[config.mk]
export PLATFORM = sky130hd
export DESIGN_NAME = pps_steer
export DESIGN_NICKNAME = d
export VERILOG_FILES = /design/src/pps_pkg.sv /design/src/pps_os_if.sv /design/src/pps_one_shot.sv /design/src/pps_steer.sv
export SDC_FILE = /design/constraint.sdc
export NUM_CORES = 1
export LEC_CHECK = 0
export ABC_AREA = 1
export BUFFER_PORTS_ARGS = -buffer_cell sky130_fd_sc_hd__buf_2
export CORE_MARGIN = 2
export CORE_UTILIZATION = 56
export CTS_BUF_LIST = sky130_fd_sc_hd__clkbuf_2 sky130_fd_sc_hd__clkbuf_4 sky130_fd_sc_hd__clkbuf_8
export DETAILED_ROUTE_END_ITERATION = 8
export PLACE_DENSITY_LB_ADDON = 0.05
export SLEW_MARGIN = 10
export SYNTH_ARGS = -nofsm -noshare
export SYNTH_HDL_FRONTEND = slang
export SYNTH_SLANG_ARGS = --single-unit
[constraint.sdc]
create_clock -name i_mclk -period 5.05 [get_ports i_mclk]
set_clock_uncertainty 0.05 [all_clocks]
set_input_delay 1.01 -clock i_mclk [delete_from_list [all_inputs] [get_ports i_mclk]]
set_output_delay 1.01 -clock i_mclk [all_outputs]
set_load 0.01 [all_outputs]
[src/pps_pkg.sv]
// Constants shared by the push-pull pulse steering block.
// Assumes a single 125 MHz clock and times expressed in microseconds.
`default_nettype none

package pps_pkg;

  // ==========================================================
  // Clock rate and widths.
  // ==========================================================
  localparam int unsigned CLK_MHZ  = 125;
  localparam int unsigned WIDTH_W  = 12;
  localparam int unsigned CNT_W    = 12;

  // ==========================================================
  // Timing figures in microseconds.
  // ==========================================================
  localparam int unsigned MAX_PULSE_US = 20;
  localparam int unsigned DEAD_US      = 5;

  // Longest time rounds down, least time rounds up, neither below one cycle.
  localparam int unsigned MAX_PULSE_CYC_I = (MAX_PULSE_US * CLK_MHZ < 1) ? 1 :
                                            MAX_PULSE_US * CLK_MHZ;
  localparam int unsigned DEAD_CYC_I      = (DEAD_US * CLK_MHZ < 1) ? 1 :
                                            DEAD_US * CLK_MHZ;
  localparam logic [CNT_W-1:0] MAX_PULSE_CYC = CNT_W'(MAX_PULSE_CYC_I);
  localparam logic [CNT_W-1:0] DEAD_CYC      = CNT_W'(DEAD_CYC_I);

  // ==========================================================
  // Reset values and small constants.
  // ==========================================================
  localparam logic [CNT_W-1:0]   CNT_ZERO   = 12'h000;
  localparam logic [CNT_W-1:0]   CNT_ONE    = 12'h001;
  localparam logic [WIDTH_W-1:0] WIDTH_ONE  = 12'h001;
  localparam logic               PHASE_RST  = 1'h0;
  localparam logic               CTRL_IDLE  = 1'h1;

  // One-shot state.
  typedef enum logic {PPS_OS_IDLE, PPS_OS_RUN} pps_os_state_t;

endpackage

`default_nettype wire

[src/pps_os_if.sv]
// Carrier between the steering logic and its width-control one-shot.
// Assumes both ends run on the same clock.
`timescale 1ns/1ps
`default_nettype none

interface pps_os_if;
  logic                        start;   // One-cycle start or retrigger.
  logic [pps_pkg::WIDTH_W-1:0] width;   // Width command in clock cycles.
  logic                        ctrl;    // Control output, low while pulse runs.

  modport shot (input start, input width, output ctrl);
  modport user (output start, output width, input ctrl);
endinterface : pps_os_if

`default_nettype wire

[src/pps_one_shot.sv]
// Width-control one-shot: a start drives the control low until the
// accumulated count reaches the width command or the hard limit.
// Assumes start is a one-cycle pulse on the same clock.
`timescale 1ns/1ps
`default_nettype none

module pps_one_shot (
  // Clock and reset.
  input  wire logic  i_mclk,
  input  wire logic  i_rst,
  // Link to the steering logic.
  pps_os_if.shot     os
);

  pps_pkg::pps_os_state_t       state_q;
  logic [pps_pkg::CNT_W-1:0]    acc_q;
  logic [pps_pkg::WIDTH_W-1:0]  thr;
  logic                         end_now;

  // ==========================================================
  // Threshold: width command clipped to one cycle and the hard limit.
  // ==========================================================
  always_comb begin
    thr = os.width;
    if (os.width < pps_pkg::WIDTH_ONE) begin
      thr = pps_pkg::WIDTH_ONE;
    end
    if (os.width > pps_pkg::MAX_PULSE_CYC) begin
      thr = pps_pkg::MAX_PULSE_CYC;
    end
    end_now = ((acc_q + pps_pkg::CNT_ONE) >= thr);
  end

  // ==========================================================
  // Pulse state: started by every start, ended by the threshold.
  // ==========================================================
  always_ff @(posedge i_mclk or posedge i_rst) begin
    if (i_rst) begin
      state_q <= pps_pkg::PPS_OS_IDLE;
      acc_q   <= pps_pkg::CNT_ZERO;
    end else begin
      case (state_q)
        pps_pkg::PPS_OS_IDLE: begin
          acc_q <= pps_pkg::CNT_ZERO;
          if (os.start) begin
            state_q <= pps_pkg::PPS_OS_RUN;
          end
        end
        pps_pkg::PPS_OS_RUN: begin
          if (os.start) begin
            acc_q <= pps_pkg::CNT_ZERO;        // Retrigger restarts timing.
          end else if (end_now) begin
            state_q <= pps_pkg::PPS_OS_IDLE;
            acc_q   <= pps_pkg::CNT_ZERO;
          end else begin
            acc_q <= acc_q + pps_pkg::CNT_ONE;
          end
        end
        default: begin
          state_q <= pps_pkg::PPS_OS_IDLE;
          acc_q   <= pps_pkg::CNT_ZERO;
        end
      endcase
    end
  end

  // Control is high while idle and low while the pulse runs.
  assign os.ctrl = (state_q == pps_pkg::PPS_OS_IDLE);
endmodule // pps_one_shot

`default_nettype wire

[src/pps_steer.sv]
// Push-pull pulse steering: a toggling phase selector and a width-control
// one-shot gate two drive outputs, with a hard width limit and dead time.
// Assumes i_osc and i_width are synchronous to i_mclk; the oscillator
// period should exceed the longest pulse plus the dead time.
//
// Function
// - Phase selector flip-flop feeds its inverted output back, toggling on each oscillator rising edge.
// - Each oscillator rising edge toggles phase and starts a one-shot pulse.
// - One-shot ends when its count reaches the width command threshold.
// - A drive is high only while control and its phase signal are low.
// - Only one phase is ever low, so drives never assert together.
// - One-shot pulse is forced to end 20 us after it starts.
// - Control gates both drives, ending the active one at pulse end.
// - Control low with phase low asserts the first drive.
// - Next period, control low with phase high asserts the second drive.
// - At least 5 us with both drives off between opposite pulses.
`timescale 1ns/1ps
`default_nettype none

module pps_steer (
  // Clock and reset.
  input  wire logic                        i_mclk,
  input  wire logic                        i_rst,
  // Free-running oscillator and width command from the feedback loop.
  input  wire logic                        i_osc,
  input  wire logic [pps_pkg::WIDTH_W-1:0] i_width,
  // Drive outputs to the transistor drivers, active high.
  output var  logic                        o_drive_a,
  output var  logic                        o_drive_b,
  // Observation of internal state.
  output var  logic                        o_phase,
  output var  logic                        o_ctrl
);

  pps_os_if os ();

  logic                      osc_q;
  logic                      edge_s;
  logic                      phase_q;
  logic                      phase_d;
  logic                      allow_q;
  logic [pps_pkg::CNT_W-1:0] dead_q;
  logic                      dead_ok;
  logic                      drive_a_q;
  logic                      drive_a_d;
  logic                      drive_b_q;
  logic                      drive_b_d;
  logic                      ctrl_q;

  // ==========================================================
  // Oscillator edge detect.
  // ==========================================================
  always_ff @(posedge i_mclk or posedge i_rst) begin
    if (i_rst) begin
      osc_q <= 1'h0;
    end else begin
      osc_q <= i_osc;
    end
  end

  // A rising edge is a high level that was low one cycle earlier.
  assign edge_s = i_osc & ~osc_q;

  // ==========================================================
  // Phase selector.
  // ==========================================================
  // inverted output feedback.
  assign phase_d = ~phase_q;

  always_ff @(posedge i_mclk or posedge i_rst) begin
    if (i_rst) begin
      phase_q <= pps_pkg::PHASE_RST;              // clear phase.
    end else if (edge_s) begin
      phase_q <= phase_d;
    end
  end

  // ==========================================================
  // Width-control one-shot.
  // ==========================================================
  // start the one-shot.
  assign os.start = edge_s;
  assign os.width = i_width;

  pps_one_shot u_shot (
    .i_mclk (i_mclk),
    .i_rst  (i_rst),
    .os     (os.shot)
  );

  // ==========================================================
  // Dead-time timer: counts cycles with both drives off.
  // ==========================================================
  assign dead_ok = (dead_q >= pps_pkg::DEAD_CYC);

  always_ff @(posedge i_mclk or posedge i_rst) begin
    if (i_rst) begin
      dead_q <= pps_pkg::DEAD_CYC;                // Start with dead time met.
    end else if (drive_a_q || drive_b_q) begin
      dead_q <= pps_pkg::CNT_ZERO;
    end else if (!dead_ok) begin
      dead_q <= dead_q + pps_pkg::CNT_ONE;
    end
  end

  // Each pulse may drive only if the dead time was met when it started.
  always_ff @(posedge i_mclk or posedge i_rst) begin
    if (i_rst) begin
      allow_q <= 1'h0;
    end else if (edge_s) begin
      allow_q <= dead_ok & ~(drive_a_q | drive_b_q);
    end
  end

  // ==========================================================
  // Output gates.
  // ==========================================================
  always_comb begin
    drive_a_d = ~os.ctrl & ~phase_q & allow_q;
    drive_b_d = ~os.ctrl &  phase_q & allow_q;
  end

  // Registered drives and observation outputs.
  always_ff @(posedge i_mclk or posedge i_rst) begin
    if (i_rst) begin
      drive_a_q <= 1'h0;                          // drives low.
      drive_b_q <= 1'h0;
      ctrl_q    <= pps_pkg::CTRL_IDLE;
    end else begin
      drive_a_q <= drive_a_d;
      drive_b_q <= drive_b_d;
      ctrl_q    <= os.ctrl;
    end
  end

  assign o_drive_a = drive_a_q;
  assign o_drive_b = drive_b_q;
  assign o_phase   = phase_q;
  assign o_ctrl    = ctrl_q;

  // ==========================================================
  // Checks: helper counters.
  // ==========================================================
  logic [pps_pkg::CNT_W-1:0] low_run_q;   // Cycles the registered control is low.
  logic [pps_pkg::CNT_W-1:0] off_run_q;   // Cycles both drives are off.
  logic                      last_b_q;    // Which drive was high last.

  always_ff @(posedge i_mclk or posedge i_rst) begin
    if (i_rst) begin
      low_run_q <= pps_pkg::CNT_ZERO;
      off_run_q <= pps_pkg::DEAD_CYC;
      last_b_q  <= 1'h0;
    end else begin
      low_run_q <= ctrl_q ? pps_pkg::CNT_ZERO : low_run_q + pps_pkg::CNT_ONE;
      if (drive_a_q || drive_b_q) begin
        off_run_q <= pps_pkg::CNT_ZERO;
        last_b_q  <= drive_b_q;
      end else if (off_run_q < pps_pkg::DEAD_CYC) begin
        off_run_q <= off_run_q + pps_pkg::CNT_ONE;
      end
    end
  end
endmodule // pps_steer

`default_nettype wire

==> impl_metrics.env <==
export IMPL_status="complete, no violations"
export IMPL_overflow=0
export IMPL_post_cts_buffers=0
export IMPL_crit_chain="buf_2 > inv_1 > nand2_1 > nor2_1 > o21ai_0 > nand2_1 > nor2_1 > nor2_1 > ha_1 > nand2_1 > inv_1 > nand2_1 > nand2_1 > a21oi_2 > nand3_2 > nor2_1"
export IMPL_antenna_cells=0
export IMPL_fin_setup_tns_ps=0
export IMPL_cap_violations=0
export IMPL_yosys_area_top_type_share_pct=29.05
export IMPL_routed_wl_um=3926
export IMPL_end_kind="flip-flop"
export IMPL_cp_arrival_ps=2920
export IMPL_grt_setup_unrepaired="false"
export IMPL_antenna_found_initial=0
export IMPL_io_pins=19
export IMPL_yosysSeqAreaShare_pct=36.37
export IMPL_tightest_slew_ps=850.1
export IMPL_grt_max_degree=32
export IMPL_wl_per_cell_um=10.41
export IMPL_htreeDepth=2
export IMPL_core_rowCount=22
export IMPL_dpl_cell_area_mm2=0.002280
export IMPL_synthesis_area_mm2=0.002153
export IMPL_die_area_mm2=0.004357
export IMPL_synth_seq_cells=31
export IMPL_cts_root_buffer="clkbuf_8"
export IMPL_ys_async_sr_fraction_pct=100.0
export IMPL_final_setup_viol_count=0
export IMPL_drtIter0Drc=86
export IMPL_core_area_mm2=0.003689
export IMPL_cts_sinks=31
export IMPL_synth_edf_count=0
export IMPL_place_hpwl_um=3117
export IMPL_synth_nets=337
export IMPL_die_w_um=66.01
export IMPL_fmaxAchievable_ghz=0.3620
export IMPL_critPathKind="input port to flip-flop"
export IMPL_hold_viol=0
export IMPL_synthTopCellsByArea="dfrtp_1, nand2_1, inv_1"
export IMPL_yosysWarnings=0
export IMPL_grt_pass1_vias=1766
export IMPL_area_growth_pct=10.28
export IMPL_clkLatencyLatePin_ps=280
export IMPL_nets=359
export IMPL_ant_nets=0
export IMPL_final_min_clock_period_ps=2763
export IMPL_ctsHoldBuffers=0
export IMPL_design_area_mm2=0.002375
export IMPL_start_kind="input port"
export IMPL_vias=1825
export IMPL_crit_slowest_cell="ha_1"
export IMPL_yosys_top_cells_count="nand2_1, inv_1, nor2_1"
export IMPL_yosysTopAreaCell="dfrtp_1"
export IMPL_syn_avg_cell_area_um2=7.037
export IMPL_hp_class="flip-flop to flip-flop"
export IMPL_gr_usage_all_layers_pct=21.64
export IMPL_fin_ws_ps=2287
export IMPL_cp_data_required_time_ps=5210
export IMPL_total_power_uw=845.8
export IMPL_peakVddDrop_uv=265.0
export IMPL_numCtsBuffers=5
export IMPL_placed_cells=369
export IMPL_power_leakage_nw=1.428
export IMPL_drcViolationCount=0
export IMPL_slew_violations=0
export IMPL_cts_resized=0
export IMPL_initial_core_util_pct=58.38
export IMPL_cpPeakStageDelay_ps=300
export IMPL_cp_max_fo=12
export IMPL_viasPerCell=4.841
export IMPL_pre_cts_ws_ps=1971
export IMPL_period_share_pct=54.71
export IMPL_crit_top_cell="nand2_1"
export IMPL_io_buffer_count=18
export IMPL_yosysUniqueCellTypes=29
export IMPL_grt_first_pass_wirelength_um=7196
export IMPL_cts_tree="built"
export IMPL_p_per_area_mw_per_mm2=356.2
export IMPL_fin_cells=377
export IMPL_first_pass_iters=4
export IMPL_fin_util_pct=64.38
export IMPL_slew_headroom_pct=43.12
export IMPL_gp_congestion=0.7622
export IMPL_syn_inst=306
export IMPL_clock_path_buffers=2
export IMPL_clk_pin_slew_worst_paths_ps=60
export IMPL_chipHeight_um=66.01
export IMPL_ys_flop_type="dfrtp_1"
export IMPL_yosysMostFrequentCell="nand2_1"
export IMPL_drive_above_1_share_pct=14.59
export IMPL_hold_slack_ps=385.1
## cell usage in the layout, fill, tap and decap left out, drive strengths merged
cell / synthesis / final
nor2: 49 / 49
ha: 16 / 16
buf: 3 / 19
nor3: 2 / 2
o21bai: 3 / 3
nand2: 90 / 90
inv: 58 / 58
dfrtp: 25 / 25
and3: 1 / 1
xor2: 5 / 5
xnor2: 1 / 1
o21ai: 4 / 4
nand3: 28 / 28
a21oi: 6 / 6
nand4: 7 / 7
clkbuf: 1 / 7
dfstp: 6 / 6
clkinv: 1 / 2
## final timing paths
kind	slack, ps	startpoint	cells past startpoint	to
min reg2reg	390	u_shot.state_q$_DFF_PP0_	1	o_ctrl$_DFF_PP1_
max reg2reg	2630	u_shot.acc_q[0]$_DFF_PP0_	14	u_shot.acc_q[5]$_DFF_PP0_
min in group asynchronous	740	i_rst	3	dead_q[10]$_DFFE_PP0N_
min	390	u_shot.state_q$_DFF_PP0_	1	o_ctrl$_DFF_PP1_
max	2290	i_width[5]	16	u_shot.acc_q[5]$_DFF_PP0_
max in group asynchronous	3890	i_rst	3	o_ctrl$_DFF_PP1_
## layer usage
| layer | track usage (%) | vias up | share of wire [%] |
|---|---|---|---|
| li1 | - | 983 | - |
| met3 | 4.600 | 6 | 2.7 |
| met5 | 0 | - | 0 |
| met2 | 40.40 | 23 | 51 |
| met1 | 24.02 | 813 | 45 |
| met4 | 7.653 | 0 | 1.5 |
## registers in the layout, summed over array words and instances (netlist names)
signal and cells:
allow_q 1, dead_q 12, o_ctrl 1, o_drive_a 1, o_drive_b 1, o_phase 1, osc_q 1, u_shot.acc_q 12
u_shot.state_q 1
## logic make-up after synthesis
kind of cell,after synthesis,synth area share [%]
adders and majority gates,16,9.297
buffers and inverters,63,11.74
DFF,31,36.37
AOI/OAI and AO/OA,13,4.591
and+or+nand+nor,177,35.56
xor gates and xnor gates,6,2.440
## worst max-delay path: cells and delay by family
| family | cells | cell delay (ps) |
|---|---|---|
| and+or+nand+nor | 10 | 1090 |
| AOI/OAI and AO/OA | 2 | 350 |
| adders and majority gates | 1 | 300 |
| buffers and inverters | 3 | 160 |
## layout make-up
cell class / instances / area [um2]
repair buffers: 19 / 97.59
inverters: 59 / 221.5
multi-input cells: 212 / 1117
fillers: 359 / 1314
well taps: 48 / 60.06
clock inverters: 1 / 5.005
clock buffers: 7 / 90.09
flip-flops and latches: 31 / 783.3
## power by group
group | internal, mW | total (mW) | switching [mW]
combinational | 0.111 | 0.277 | 0.167
sequential | 0.307 | 0.364 | 0.0569
clock | 0.115 | 0.204 | 0.0889
total | 0.533 | 0.846 | 0.312
No activity file was read; power rests on OpenSTA's default activity.
